File: src/pkg/scs_pkg.sv
// Shared constants for the scan command sequencer.
// Assumes a single 40 MHz core clock and an external converter front end.
`default_nettype none
package scs_pkg;
  localparam int unsigned clk_mhz = 40;
  localparam logic [3:0] addr_all = 4'hf;
  localparam logic [2:0] cmd_volt = 3'h1;
  localparam logic [2:0] cmd_temp = 3'h2;
  localparam logic [2:0] cmd_mixed = 3'h3;
  localparam logic [2:0] cmd_wire = 3'h4;
  localparam logic [2:0] cmd_all = 3'h5;
  localparam logic [3:0] top_cell = 4'hb;
  localparam logic [3:0] mixed_split = 4'h5;
  localparam logic [3:0] ext_count = 4'h4;
  localparam logic [7:0] scan_count_reset = 8'h00;
  localparam logic [13:0] result_reset = 14'h0000;
  // Input selector codes sent to the converter front end.
  localparam logic [4:0] sel_cell0 = 5'h00;
  localparam logic [4:0] sel_pack = 5'h0c;
  localparam logic [4:0] sel_die = 5'h0d;
  localparam logic [4:0] sel_ext0 = 5'h0e;
  localparam logic [4:0] sel_loop = 5'h12;
  localparam logic [4:0] sel_ref = 5'h13;
  localparam int unsigned n_slots = 20;
  typedef enum logic [3:0] {
    st_idle = 4'b0000,
    st_vcell = 4'b0001,
    st_vpack = 4'b0010,
    st_vdie = 4'b0011,
    st_vwire = 4'b0100,
    st_wire = 4'b0101,
    st_tint = 4'b0110,
    st_text = 4'b0111,
    st_tloop = 4'b1000,
    st_tref = 4'b1001,
    st_mcell = 4'b1010,
    st_mext = 4'b1011,
    st_mpack = 4'b1100,
    st_mdie = 4'b1101,
    st_report = 4'b1110
  } scs_state_t;
endpackage
`default_nettype wire

File: src/hw/scs_sequencer.sv
// Scan command sequencer: runs one-shot voltage, temperature, mixed, wire and all scans.
// Assumes a decoded command strobe from the link logic and a converter that answers each
// sample request with a done pulse carrying a result and a limit-fault verdict.
`default_nettype none
module scs_sequencer (
  input wire logic core_clk,
  input wire logic nrst,
  input wire logic [3:0] dev_addr,
  input wire logic daisy_chain,
  input wire logic cmd_valid,
  input wire logic [2:0] cmd_code,
  input wire logic [3:0] cmd_addr,
  input wire logic [4:0] otemp_enable,
  output logic conv_start,
  output logic [4:0] conv_sel,
  output logic wire_load,
  input wire logic conv_done,
  input wire logic [13:0] conv_result,
  input wire logic conv_fault,
  input wire logic wire_top_open,
  input wire logic wire_gnd_open,
  input wire logic [4:0] rd_sel,
  output logic [13:0] rd_data,
  output logic [7:0] scan_count,
  output logic [11:0] cell_fault,
  output logic [4:0] temp_fault,
  output logic [12:0] wire_fault,
  output logic fault_n,
  output logic status_resp,
  output logic busy
);
  scs_pkg::scs_state_t state, next_state;
  logic [3:0] idx;
  logic waiting;
  logic all_mode;
  logic resp_pending;
  logic [13:0] result [scs_pkg::n_slots];
  logic [13:0] die_cal;
  logic top_open_meta;
  logic top_open_sync;
  logic gnd_open_meta;
  logic gnd_open_sync;

  // Own address or the broadcast address both select this device.
  wire addr_hit = (cmd_addr == dev_addr) || (cmd_addr == scs_pkg::addr_all);
  wire cmd_known = (cmd_code >= scs_pkg::cmd_volt) && (cmd_code <= scs_pkg::cmd_all);
  wire accept = cmd_valid && addr_hit && cmd_known && (state == scs_pkg::st_idle);
  wire step = waiting && conv_done;
  wire last_idx = (idx == 4'h0);
  wire is_cell_state = (state == scs_pkg::st_vcell) || (state == scs_pkg::st_mcell);
  wire is_temp_state = (state == scs_pkg::st_tint) || (state == scs_pkg::st_text);
  wire [2:0] temp_slot = (state == scs_pkg::st_tint) ? 3'h4 : idx[2:0];
  wire [4:0] ext_sel = scs_pkg::sel_ext0 + {1'b0, idx};

  // Slot chosen for the pending conversion; the mixed scan reuses external slot zero.
  always_comb begin
    case (state)
      scs_pkg::st_vcell, scs_pkg::st_mcell, scs_pkg::st_wire: conv_sel = scs_pkg::sel_cell0 + {1'b0, idx};
      scs_pkg::st_vpack, scs_pkg::st_mpack: conv_sel = scs_pkg::sel_pack;
      scs_pkg::st_vdie, scs_pkg::st_mdie, scs_pkg::st_tint: conv_sel = scs_pkg::sel_die;
      scs_pkg::st_text: conv_sel = ext_sel;
      scs_pkg::st_mext: conv_sel = scs_pkg::sel_ext0;
      scs_pkg::st_tloop: conv_sel = scs_pkg::sel_loop;
      scs_pkg::st_tref: conv_sel = scs_pkg::sel_ref;
      default: conv_sel = scs_pkg::sel_cell0;
    endcase
  end

  assign wire_load = (state == scs_pkg::st_wire);
  assign busy = (state != scs_pkg::st_idle);
  // The result lives in one slot, so both the direct and the all-temperature read reach it.
  assign rd_data = (rd_sel < 5'(scs_pkg::n_slots)) ? result[rd_sel] : scs_pkg::result_reset;

  always_comb begin
    next_state = state;
    case (state)
      scs_pkg::st_idle: begin
        if (accept) begin
          case (cmd_code)
            scs_pkg::cmd_temp: next_state = scs_pkg::st_tint;
            scs_pkg::cmd_mixed: next_state = scs_pkg::st_mcell;
            scs_pkg::cmd_wire: next_state = scs_pkg::st_wire;
            default: next_state = scs_pkg::st_vcell;
          endcase
        end
      end
      scs_pkg::st_vcell: begin
        if (step && last_idx) begin
          next_state = scs_pkg::st_vpack;
        end
      end
      scs_pkg::st_vpack: begin
        if (step) begin
          next_state = scs_pkg::st_vdie;
        end
      end
      scs_pkg::st_vdie: begin
        if (step) begin
          next_state = scs_pkg::st_vwire;
        end
      end
      scs_pkg::st_vwire: begin
        next_state = all_mode ? scs_pkg::st_wire : scs_pkg::st_report;
      end
      scs_pkg::st_wire: begin
        if (step && last_idx) begin
          next_state = all_mode ? scs_pkg::st_tint : scs_pkg::st_report;
        end
      end
      scs_pkg::st_tint: begin
        if (step) begin
          next_state = scs_pkg::st_text;
        end
      end
      scs_pkg::st_text: begin
        if (step && last_idx) begin
          next_state = scs_pkg::st_tloop;
        end
      end
      scs_pkg::st_tloop: begin
        if (step) begin
          next_state = scs_pkg::st_tref;
        end
      end
      scs_pkg::st_tref: begin
        if (step) begin
          next_state = scs_pkg::st_report;
        end
      end
      scs_pkg::st_mcell: begin
        if (step && (idx == scs_pkg::mixed_split + 4'h1)) begin
          next_state = scs_pkg::st_mext;
        end else if (step && last_idx) begin
          next_state = scs_pkg::st_mpack;
        end
      end
      scs_pkg::st_mext: begin
        if (step) begin
          next_state = scs_pkg::st_mcell;
        end
      end
      scs_pkg::st_mpack: begin
        if (step) begin
          next_state = scs_pkg::st_mdie;
        end
      end
      scs_pkg::st_mdie: begin
        if (step) begin
          next_state = scs_pkg::st_vwire;
        end
      end
      scs_pkg::st_report: begin
        next_state = scs_pkg::st_idle;
      end
      default: begin
        next_state = scs_pkg::st_idle;
      end
    endcase
  end

  wire entering = (next_state != state) || accept;
  wire [3:0] next_idx_load =
    (next_state == scs_pkg::st_vcell || next_state == scs_pkg::st_wire) ? scs_pkg::top_cell :
    (next_state == scs_pkg::st_text) ? scs_pkg::ext_count - 4'h1 :
    (next_state == scs_pkg::st_mcell && state == scs_pkg::st_mext) ? scs_pkg::mixed_split :
    (next_state == scs_pkg::st_mcell) ? scs_pkg::top_cell : 4'h0;
  wire needs_conv = (next_state != scs_pkg::st_idle) && (next_state != scs_pkg::st_vwire) &&
                    (next_state != scs_pkg::st_report);
  wire any_fault = (|cell_fault) || (|temp_fault) || (|wire_fault);
  // A state that needs a conversion loads its walk; the counting states step down per answer.
  wire load_walk = entering && needs_conv;
  wire counting_state = (state == scs_pkg::st_vcell) || (state == scs_pkg::st_mcell) ||
                        (state == scs_pkg::st_wire) || (state == scs_pkg::st_text);
  wire walk_down = step && !last_idx && counting_state;
  wire die_step = step && ((state == scs_pkg::st_vdie) || (state == scs_pkg::st_mdie));

  // The open-wire comparators are pins with timing of their own, so they pass two flops
  // first; the lag of two cycles is far shorter than any pass before the check cycle.
  always_ff @(posedge core_clk) begin
    if (!nrst) begin
      top_open_meta <= 1'b0;
      top_open_sync <= 1'b0;
      gnd_open_meta <= 1'b0;
      gnd_open_sync <= 1'b0;
    end else begin
      top_open_meta <= wire_top_open;
      top_open_sync <= top_open_meta;
      gnd_open_meta <= wire_gnd_open;
      gnd_open_sync <= gnd_open_meta;
    end
  end

  always_ff @(posedge core_clk) begin
    if (!nrst) begin
      state <= scs_pkg::st_idle;
      all_mode <= 1'b0;
      scan_count <= scs_pkg::scan_count_reset;
    end else begin
      state <= next_state;
      if (accept) begin
        scan_count <= scan_count + 8'h01;
        all_mode <= (cmd_code == scs_pkg::cmd_all);
      end
    end
  end

  always_ff @(posedge core_clk) begin
    if (!nrst) begin
      idx <= 4'h0;
      waiting <= 1'b0;
      conv_start <= 1'b0;
    end else begin
      conv_start <= 1'b0;
      if (load_walk) begin
        idx <= next_idx_load;
        waiting <= 1'b1;
        conv_start <= 1'b1;
      end else if (walk_down) begin
        idx <= idx - 4'h1;
        conv_start <= 1'b1;
      end else if (step) begin
        waiting <= 1'b0;
      end
    end
  end

  always_ff @(posedge core_clk) begin
    if (!nrst) begin
      die_cal <= scs_pkg::result_reset;
    end else if (die_step) begin
      die_cal <= conv_result;
    end
  end

  // Faults found mid-scan are only sent on status_resp once the whole pass is over; fault_n falls a cycle after the flag sets.
  always_ff @(posedge core_clk) begin
    if (!nrst) begin
      resp_pending <= 1'b0;
      status_resp <= 1'b0;
    end else begin
      status_resp <= 1'b0;
      if (busy && any_fault && daisy_chain) begin
        resp_pending <= 1'b1;
      end
      if (state == scs_pkg::st_report) begin
        status_resp <= resp_pending || (any_fault && daisy_chain);
        resp_pending <= 1'b0;
      end
    end
  end

  // Results stay put until the same input is converted again; the wire scan stores none.
  always_ff @(posedge core_clk) begin
    if (!nrst) begin
      for (int i = 0; i < scs_pkg::n_slots; i++) result[i] <= scs_pkg::result_reset;
    end else if (step && state != scs_pkg::st_wire) begin
      result[conv_sel] <= conv_result;
    end
  end

  // Set conditions of the fault flags: one each for the cell and temperature groups, two for the wire group.
  wire cell_hit = step && conv_fault && is_cell_state;
  wire temp_hit = step && conv_fault && is_temp_state && otemp_enable[temp_slot];
  wire pin_hit = step && conv_fault && (state == scs_pkg::st_wire);
  wire end_open = (state == scs_pkg::st_vwire) && (top_open_sync || gnd_open_sync);

  // Fault flags are sticky until reset, so a later clean scan cannot hide an earlier fault.
  always_ff @(posedge core_clk) begin
    if (!nrst) begin
      cell_fault <= 12'h000;
      temp_fault <= 5'h00;
      wire_fault <= 13'h0000;
      fault_n <= 1'b1;
    end else begin
      if (cell_hit) begin
        cell_fault[idx] <= 1'b1;
      end
      if (temp_hit) begin
        temp_fault[temp_slot] <= 1'b1;
      end
      if (pin_hit) begin
        wire_fault[idx] <= 1'b1;
      end
      if (end_open) begin
        wire_fault[12] <= 1'b1;
      end
      fault_n <= !any_fault;
    end
  end

  logic unused_die;
  assign unused_die = |die_cal;
endmodule // scs_sequencer
`default_nettype wire

File: config.mk
export PLATFORM = sky130hd
export DESIGN_NAME = scs_sequencer
export DESIGN_NICKNAME = d
export VERILOG_FILES = /design/src/pkg/scs_pkg.sv /design/src/hw/scs_sequencer.sv
export SDC_FILE = /design/constraint.sdc
export NUM_CORES = 1
export LEC_CHECK = 0
export ABC_AREA = 1
export BUFFER_PORTS_ARGS = -buffer_cell sky130_fd_sc_hd__buf_2
export CORE_ASPECT_RATIO = 0.75
export CORE_MARGIN = 1
export CORE_UTILIZATION = 45
export CTS_BUF_LIST = sky130_fd_sc_hd__clkbuf_16
export CTS_CLUSTER_SIZE = 24
export DETAILED_ROUTE_END_ITERATION = 10
export HOLD_SLACK_MARGIN = 0.15
export SLEW_MARGIN = 25
export SYNTH_ARGS = -nofsm -noshare
export SYNTH_HDL_FRONTEND = slang
export SYNTH_SLANG_ARGS = --single-unit
File: constraint.sdc
create_clock -name core_clk -period 4.6 [get_ports core_clk]
set_clock_uncertainty 0.1 [all_clocks]
set_input_delay 0 -clock core_clk [delete_from_list [all_inputs] [get_ports core_clk]]
set_output_delay 0 -clock core_clk [all_outputs]
set_load 0.05 [all_outputs]
==> impl_metrics.json, run 1 <==
{
  "routed_via_density": 5.65,
  "cts_setup_buffers": 0,
  "io_pins": 105,
  "maxSlewViolCount": 0,
  "grt.total_usage_pct": 27.3,
  "cts.clk_slew.worst_paths_ns": 0.07,
  "setup_tns_ns": 0,
  "syn_area_um2": 15500,
  "synth.avg_cell_area_um2": 9.64,
  "start_util_pct": 46.0,
  "insertion_delay_ns": 0.53,
  "cp_data_required_time_ns": 4.65,
  "clockBufferDepth": 3,
  "multi_input_area_um2": 5130,
  "fmax_mhz": 257,
  "rows": 58,
  "startpoint_type": "flip-flop",
  "io_buffers": 104,
  "antenna_found_initial": 1,
  "syn_nets": 1662,
  "cpMaxStageDelayCell": "nand2_1",
  "status": "completed",
  "finalPower_mw": 6.91,
  "syn_inst": 1611,
  "layout.cells.most_common_list": "475 x nor2_1, 280 x edfxtp_1, 200 x nand2_1",
  "dieHeight_um": 163,
  "cts_tree": "built",
  "drtIter0Drc": 1399,
  "die_x_um": 217,
  "fp.dieArea_um2": 35300,
  "cts_root_buf": "clkbuf_16",
  "slowest_delay_ns": 0.58,
  "ys_seq_elements": 336,
  "ant_nets": 0,
  "finalHoldViolCount": 0,
  "cts_max_level": 2,
  "cp.depth": 12,
  "cts_made_buffers": 34,
  "finalSetupViolCount": 0,
  "cp-end-kind": "flip-flop",
  "cp_cell_sequence": "inv_2 > nor2_2 > inv_2 > nor2_2 > nor2_1 > inv_1 > a21oi_1 > nor2_1 > inv_1 > nor2_1 > nand2_1 > nand2_1",
  "drtPass1Iterations": 6,
  "final_common_cell": "nor2_1",
  "p_per_area_nw_per_um2": 383,
  "min_path_type": "in -> reg",
  "crit_fanout": 15,
  "drive_gt1_share_pct": 12.4,
  "core_area_um2": 33700,
  "max_slew.worst_pin.slew_ns": 0.948,
  "cpMostUsedCell": "nor2_1",
  "crit_arrival_ns": 3.93,
  "cts_sinks": 336,
  "grt_start_max_net_pins": 107,
  "grt_setup_unrepaired": "no",
  "layout.nets": 1771,
  "dr_total_vias": 12387,
  "antennaDiodeCount": 0,
  "criticalPathCategory": "reg -> reg",
  "finalCritPeriodShare_pct": 84.5,
  "fillers": 3091,
  "wl_um": 47600,
  "place.gp.congestion": 0.948,
  "cp_num_buf_inv": 4,
  "wl_per_cell_um": 21.7,
  "synth_warnings": 0,
  "final-seq-area_um2": 9530,
  "globalRouteOverflowTotal": 0,
  "grt_pass1_wl_um": 70900,
  "area_growth_pct": 16.2,
  "yosysSeqAreaShare_pct": 61.4,
  "dpl.hpwl_um": 31500,
  "period_needed_ns": 3.88,
  "relSlewSlack_pct": 36.8,
  "reg2reg_depth": 12,
  "power.leakage_nw": 7.46,
  "ir_drop_mv": 0.276,
  "drcViolationCount": 0,
  "synth_cell_types": 37,
  "maxCapViolCount": 0,
  "holdPathStages": 4,
  "cp-startpoint": "state[1]",
  "r2r_start": "state[1]",
  "grt_pass1_vias": 11688,
  "min_from": "daisy_chain",
  "crit_family": "simple AND/OR/NAND/NOR gates"
}
## where the power goes
group / internal (mW) / total, mW / switching [mW]
registers: 3.38 / 3.42 / 0.0392
clock network: 1.70 / 2.87 / 1.17
logic: 0.162 / 0.623 / 0.460
## worst reg2reg max path: stages (launching register included)
cell,delay (ns)
dfxtp_1,0.51
inv_2,0.11
nor2_2,0.33
inv_2,0.10
nor2_2,0.26
nor2_1,0.13
inv_1,0.10
a21oi_1,0.08
nor2_1,0.11
inv_1,0.06
nor2_1,0.56
nand2_1,0.47
nand2_1,0.58
## cell usage after synthesis
| cell | n | area share, % |
|---|---|---|
| nor2_1 | 475 | 11 |
| nand3b_1 | 1 | 0.048 |
| mux2i_1 | 42 | 2.7 |
| o21ai_0 | 87 | 2.8 |
| o211ai_1 | 16 | 0.77 |
| a211oi_1 | 1 | 0.048 |
| a32o_1 | 14 | 0.90 |
| a21oi_1 | 47 | 1.5 |
| o21ai_1 | 1 | 0.032 |
| o32ai_1 | 28 | 1.6 |
| inv_1 | 106 | 2.6 |
| buf_4 | 1 | 0.048 |
| ha_1 | 8 | 0.64 |
| dfxtp_1 | 56 | 7.2 |
| a31oi_1 | 3 | 0.12 |
| and2_1 | 1 | 0.040 |
| buf_2 | 13 | 0.42 |
| edfxtp_1 | 280 | 54 |
| clkbuf_1 | 95 | 2.3 |
| nand2_1 | 200 | 4.8 |
| o221ai_1 | 42 | 2.4 |
| nor4_1 | 8 | 0.32 |
| nor3_1 | 10 | 0.32 |
| nor3b_1 | 1 | 0.048 |
| buf_1 | 2 | 0.048 |
| nor2_2 | 6 | 0.24 |
| xor2_1 | 1 | 0.056 |
| nand4_1 | 10 | 0.40 |
| o31ai_1 | 1 | 0.048 |
| a22oi_1 | 1 | 0.048 |
| clkinv_1 | 1 | 0.024 |
| nand3_1 | 33 | 1.1 |
| inv_2 | 9 | 0.22 |
| o22ai_1 | 3 | 0.12 |
| nand2_2 | 2 | 0.081 |
| xnor2_1 | 1 | 0.056 |
| nor3_2 | 5 | 0.32 |
## per-layer routing
layer	GRT usage, %	vias up	part of all wire, %	wire [µm]
li1	-	5738	-	-
met2	39.5	608	41	19700
met3	6.57	68	10	4840
met5	0	-	0.027	13
met1	40.7	5971	46	22000
met4	7.07	2	2.1	1010
## state kept, by name (all words and copies together) (netlist names)
register	count
gnd_open_meta	1
wire_fault	13
idx	4
resp_pending	1
top_open_meta	1
temp_fault	5
all_mode	1
fault_n	1
state	4
gnd_open_sync	1
status_resp	1
waiting	1
conv_start	1
scan_count	8
cell_fault	12
top_open_sync	1
result	280
## timing repair
item,in CTS,in global routing
hold endpoints to repair,336,0
hold buffers,42,0
resized for setup,0,0
## cell type report
class                      count  share of cell area, %
clock buffer                  36                   4.99
sequential                   336                   52.8
tap                          450                   3.12
multi-input combinational   1048                   28.5
timing repair buffer         184                   6.82
clock inverter                24                   1.39
inverter                     116                   2.42
## cell families after synthesis
kind of cell	Yosys count	share of synthesized area (%)
AO/OA/AOI/OAI	244	10.4
XOR/XNOR	2	0.113
adder cells (fa/ha/maj)	8	0.645
buffers and inverters	227	5.62
flip-flops	336	61.4
multiplexers	42	2.71
AND/OR/NAND/NOR	752	19.2
## through the flow
| step | std cells | area [µm²] | util [%] | setup slack, ns | hold slack, ns |
|---|---|---|---|---|---|
| after floorplan | 1611 | 15500 | - | 1.71 | -0.00991 |
| after global placement | 2092 | 16500 | 48.8 | 0.993 | 0.0823 |
| after detailed placement | 2092 | 16500 | 48.8 | 0.913 | 0.0926 |
| after CTS | 2194 | 18000 | 53.5 | 0.886 | 0.252 |
| after global routing | 2194 | 18000 | 53.5 | 0.559 | 0.345 |
| final | 2194 | 18000 | 53.5 | 0.715 | 0.276 |
## path summary, 6_finish.rpt
kind,to,slack [ns]
max,result[6][11],0.72
min reg2reg,top_open_sync,0.32
max reg2reg,result[6][11],0.72
min,status_resp,0.28
No activity file was read; power rests on OpenSTA's default activity.
==> run 2, diff against run 1 <==
==> constraint.sdc (replaced) <==
create_clock -name core_clk -period 3.15 [get_ports core_clk]
set_clock_uncertainty 0.1 [all_clocks]
set_input_delay 0 -clock core_clk [delete_from_list [all_inputs] [get_ports core_clk]]
set_output_delay 0 -clock core_clk [all_outputs]
set_load 0.05 [all_outputs]
==> run 2 against run 1 <==
First-iteration DRC count grew 7.9%. Clock power grew 45%. Critical path depth grew 3. Core utilization grew 0.93 points. Clock-buffer cell count grew 1. Combinational power grew 50%. Non-clock buffer count grew 27. Cell count grew 1.2%. Highest routed layer is now met4. Sequential share of layout area shrank 0.90 points. Global-route usage shrank 1.2 points. Setup slack lost 0.50 ns.
==> impl_metrics.json, run 2 (same netlist as run 1, synthesis figures left out) <==
{
  "drtPass1Iterations": 5,
  "final_util_pct": 54.4,
  "clockBufferDepth": 3,
  "top_regs": "result: 280 flops, wire_fault: 13 flops, cell_fault: 12 flops",
  "drcViolationCount": 0,
  "routed_via_density": 5.56,
  "ir_drop_mv": 0.312,
  "cp_data_required_time_ns": 3.50,
  "rows": 58,
  "reg2reg_depth": 15,
  "largest_register_ffs": 280,
  "cts_made_buffers": 36,
  "startpoint_type": "flip-flop",
  "layout.nets": 1800,
  "regMostFlops": "result",
  "ant_nets": 0,
  "grt_setup_unrepaired": "no",
  "criticalPathCategory": "reg -> reg",
  "die_x_um": 217,
  "period_needed_ns": 2.93,
  "grt_pass1_wl_um": 69000,
  "cts_tree": "built",
  "r2r_start": "state[3]",
  "min_path_type": "in -> reg",
  "grt.total_usage_pct": 26.1,
  "crit_fanout": 7,
  "antenna_found_initial": 0,
  "power.leakage_nw": 7.65,
  "maxCapViolCount": 0,
  "drive_gt1_share_pct": 14.5,
  "status": "completed",
  "relSlewSlack_pct": 27.2,
  "io_buffers": 104,
  "rrSetupSlack_ns": 0.22,
  "p_per_area_nw_per_um2": 549,
  "grt_pass1_vias": 11557,
  "critPathCapture": "idx[1]",
  "drtIter0Drc": 1510,
  "io_pins": 105,
  "layout.cells.most_common_list": "474 x nor2_1, 280 x edfxtp_1, 199 x nand2_1",
  "wl_per_cell_um": 20.4,
  "cts.clk_slew.worst_paths_ns": 0.06,
  "area_growth_pct": 18.2,
  "place.gp.congestion": 0.958,
  "cts_max_level": 2,
  "core_area_um2": 33700,
  "crit_arrival_ns": 3.28,
  "final_common_cell": "nor2_1",
  "insertion_delay_ns": 0.51,
  "finalPower_mw": 10.1,
  "antennaDiodeCount": 0,
  "wl_um": 45300,
  "cp-startpoint": "state[3]",
  "cts_sinks": 336,
  "finalCritPeriodShare_pct": 93.1,
  "dr_total_vias": 12349,
  "fp.dieArea_um2": 35300,
  "globalRouteOverflowTotal": 0,
  "cp-end-kind": "flip-flop",
  "dieHeight_um": 163,
  "start_util_pct": 46.0,
  "rr_endpoint": "idx[1]",
  "fmax_mhz": 341,
  "grt_start_max_net_pins": 86,
  "maxSlewViolCount": 0,
  "setup_tns_ns": 0,
  "finalHoldViolCount": 0,
  "dpl.hpwl_um": 30800,
  "finalSetupViolCount": 0,
  "holdPathStages": 8,
  "cts_root_buf": "clkbuf_16",
  "max_slew.worst_pin.slew_ns": 1.09
}
## run 2: changes by cell type in the layout (fill, tap and decap cells not counted), sizes merged
cell,previous run,this run
bufinv,5,4
inv,119,121
dlygate4sd3,42,29
clkbuf,36,37
clkinvlp,3,1
buf,142,182
## run 2: layout make-up
cell class | count | area (µm²)
fill | 3032 | 15400
sequential | 336 | 9530
multi-input combinational | 1048 | 5180
timing repair buffer | 211 | 1510
clock buffer | 37 | 926
tap | 450 | 563
inverter | 116 | 437
clock inverter | 23 | 214
## run 2: metrics by stage
step | setup WS (ns) | hold slack (ns) | area, µm² | cells
finish | 0.218 | 0.124 | 18400 | 2221
global route | 0.0438 | 0.205 | 18400 | 2221
CTS | 0.0176 | 0.170 | 18300 | 2220
detailed placement | 0.219 | 0.0886 | 16900 | 2131
global placement | 0.323 | 0.0803 | 16900 | 2131
floorplan | 0.262 | -0.00991 | 15500 | 1611
## run 2: worst min path at each step
stage                          from             end  slack (ns)
floorplan                 conv_done         waiting       -0.01
global placement      wire_top_open   top_open_meta        0.08
detailed placement    wire_gnd_open   gnd_open_meta        0.09
CTS                 conv_result[11]  result[14][11]        0.17
global route            dev_addr[0]   scan_count[0]        0.21
finish                  dev_addr[0]   scan_count[0]        0.12
## run 2: per-layer routing
metal	global-route usage [%]	vias to the layer above	routed length (µm)
met3	5.06	77	4240
met5	0	-	0
met1	39.9	5916	21000
met4	6.85	0	1080
met2	37.7	559	19000
li1	-	5797	-
## run 2: power by group
group | internal, mW | leakage (nW) | total, mW | switching, mW
Sequential | 4.93 | 3.34 | 4.98 | 0.0490
Clock | 2.45 | 0.579 | 4.16 | 1.71
Combinational | 0.265 | 3.73 | 0.937 | 0.671
## run 2: critical path: stages, from the launching register on
cell	delay, ns
dfxtp_1	0.36
nor2_1	0.19
buf_4	0.17
nand2_1	0.13
nor3_4	0.28
nand3_1	0.13
dlygate4sd3_1	0.57
nand2_1	0.12
nor2_1	0.08
nand2_1	0.08
nand2_1	0.09
nor2_4	0.24
nor2_4	0.08
nand2_1	0.07
nand2_1	0.06
nor2_1	0.12
## run 2: what timing repair did
item                                    4_1_cts  5_1_grt
endpoints found under the setup margin        0       42
hold endpoints to repair                     56        0
buffers inserted                              0        1
hold buffers                                 29        0
gates resized for setup                       0       11
==> run 3, diff against run 2 <==
--- a/config.mk
+++ b/config.mk
@@ -7,13 +7,16 @@
 export LEC_CHECK = 0
 export ABC_AREA = 1
 export BUFFER_PORTS_ARGS = -buffer_cell sky130_fd_sc_hd__buf_2
+export CELL_PAD_IN_SITES_DETAIL_PLACEMENT = 1
+export CELL_PAD_IN_SITES_GLOBAL_PLACEMENT = 2
 export CORE_ASPECT_RATIO = 0.75
 export CORE_MARGIN = 1
-export CORE_UTILIZATION = 45
+export CORE_UTILIZATION = 34
 export CTS_BUF_LIST = sky130_fd_sc_hd__clkbuf_16
 export CTS_CLUSTER_SIZE = 24
 export DETAILED_ROUTE_END_ITERATION = 10
 export HOLD_SLACK_MARGIN = 0.15
+export PLACE_DENSITY_LB_ADDON = 0.1
 export SLEW_MARGIN = 25
 export SYNTH_ARGS = -nofsm -noshare
 export SYNTH_HDL_FRONTEND = slang
==> run 3 against run 2 <==
Global-route usage fell by 3.3 points. Core utilization is 13 points lower. Largest cell class unchanged. Fmax is 1.0% lower. Register-to-register slack lost 0.03 ns. Critical path type unchanged. Die area increased by 32%. Sequential cell count stayed put. Critical endpoint is now all_mode. Worst hold slack got worse by 0.0088 ns. Combinational power increased by 3.9%. Highest routed layer unchanged. Non-clock buffer count grew 13. Critical path depth down 7. Largest power group unchanged. Routed wire length grew 17%.
==> impl_metrics.json, run 3 (same netlist as run 1, synthesis figures left out) <==
{
  "wl_um": 52800,
  "startpoint_type": "flip-flop",
  "maxCapViolCount": 0,
  "period_needed_ns": 2.96,
  "maxSlewViolCount": 0,
  "dr_total_vias": 12453,
  "rows": 67,
  "antennaDiodeCount": 0,
  "cp-end-kind": "flip-flop",
  "grt.total_usage_pct": 22.8,
  "cpMostUsedCell": "dlygate4sd3_1",
  "layout.nets": 1815,
  "ir_drop_mv": 0.372,
  "ant_nets": 0,
  "start_util_pct": 34.6,
  "layout.cells.most_common_list": "475 x nor2_1, 280 x edfxtp_1, 199 x nand2_1",
  "insertion_delay_ns": 0.53,
  "dieHeight_um": 187,
  "finalHoldViolCount": 0,
  "hold_slack_ns": 0.115,
  "globalRouteOverflowTotal": 0,
  "wl_per_cell_um": 22.2,
  "grt_pass1_vias": 12348,
  "finalCritPeriodShare_pct": 94.0,
  "cts_made_buffers": 38,
  "cpMaxStageDelayCell": "dlygate4sd3_1",
  "antenna_found_initial": 0,
  "fmax_mhz": 338,
  "place.gp.congestion": 0.931,
  "largest_register_ffs": 280,
  "drcViolationCount": 0,
  "criticalPathCategory": "reg -> reg",
  "crit_arrival_ns": 3.27,
  "cts_max_level": 2,
  "die_x_um": 249,
  "drtPass1Iterations": 5,
  "power.leakage_nw": 7.71,
  "drtIter0Drc": 1027,
  "p_per_area_nw_per_um2": 552,
  "final_cells": 2376,
  "crit_fanout": 9,
  "fp.dieArea_um2": 46500,
  "grt_setup_unrepaired": "no",
  "drive_gt1_share_pct": 15.1,
  "area_growth_pct": 20.1,
  "cts_sinks": 336,
  "grt_pass1_wl_um": 80100,
  "cp_data_required_time_ns": 3.46,
  "placed_cells": 2273,
  "cts_setup_buffers": 0,
  "top_regs": "result: 280 flops, wire_fault: 13 flops, cell_fault: 12 flops",
  "dpl.hpwl_um": 36600,
  "finalPower_mw": 10.3,
  "cts_tree": "built",
  "clockBufferDepth": 3,
  "io_buffers": 104,
  "status": "completed",
  "final_common_cell": "nor2_1",
  "max_slew.worst_pin.slew_ns": 1.04,
  "slowest_delay_ns": 0.57,
  "io_pins": 105,
  "min_path_type": "in -> reg",
  "relSlewSlack_pct": 30.9,
  "cp_cell_sequence": "nor2_1 > nand2_1 > nor3_2 > nand2_2 > a31oi_1 > dlygate4sd3_1 > a211oi_1 > dlygate4sd3_1",
  "regMostFlops": "result",
  "setup_tns_ns": 0,
  "cts_root_buf": "clkbuf_16",
  "grt_start_max_net_pins": 99,
  "core_area_um2": 44800,
  "finalSetupViolCount": 0,
  "routed_via_density": 5.24,
  "cts.clk_slew.worst_paths_ns": 0.06
}
run 3: timing repair:
item | 4_1_cts | 5_1_grt
hold buffers | 37 | 0
setup endpoints to repair | 0 | 17
resized for setup | 0 | 5
endpoints found under the hold margin | 196 | 0
run 3: final cells by class:
cell class / instances / area, µm²
tap: 586 / 733
clock inverter: 27 / 220
inverter: 116 / 437
multi-input combinational: 1048 / 5150
clock buffer: 39 / 976
sequential: 336 / 9530
timing repair buffer: 224 / 1610
fill: 5095 / 26200
run 3: where the power goes:
group / total, mW / internal, mW / switching [mW]
logic: 0.974 / 0.271 / 0.703
registers: 4.98 / 4.93 / 0.0489
clock network: 4.35 / 2.50 / 1.85
run 3: final timing paths:
path / from / endpoint / slack, ns / depth (start not counted)
max: state[3] / all_mode / 0.19 / 8
min: cmd_addr[2] / scan_count[0] / 0.11 / 5
max reg2reg: state[3] / all_mode / 0.19 / 8
min reg2reg: top_open_meta / top_open_sync / 0.31 / 2
run 3: through the flow:
stage / worst slack (ns) / area, µm² / utilization, %
CTS: 0.0224 / 18600 / 41.5
floorplan: 0.262 / 15500 / -
global route: 0.0482 / 18700 / 41.6
global placement: 0.342 / 17100 / 38.0
detailed placement: 0.262 / 17100 / 38.0
finish: 0.188 / 18700 / 41.6
run 3: worst max-delay path, delay by kind of cell, from the launching register on:
family / cells / cell delay (ns)
flops: 1 / 0.37
simple gates: 4 / 1.04
buf+inv: 2 / 1.13
compound gates: 2 / 0.21
run 3: routing by layer:
layer	vias to the layer above	wire length, µm	track usage [%]
li1	5829	-	-
met1	6237	27300	36.3
met2	336	22000	33.0
met3	51	2690	2.73
met4	0	761	3.75
met5	-	0	0
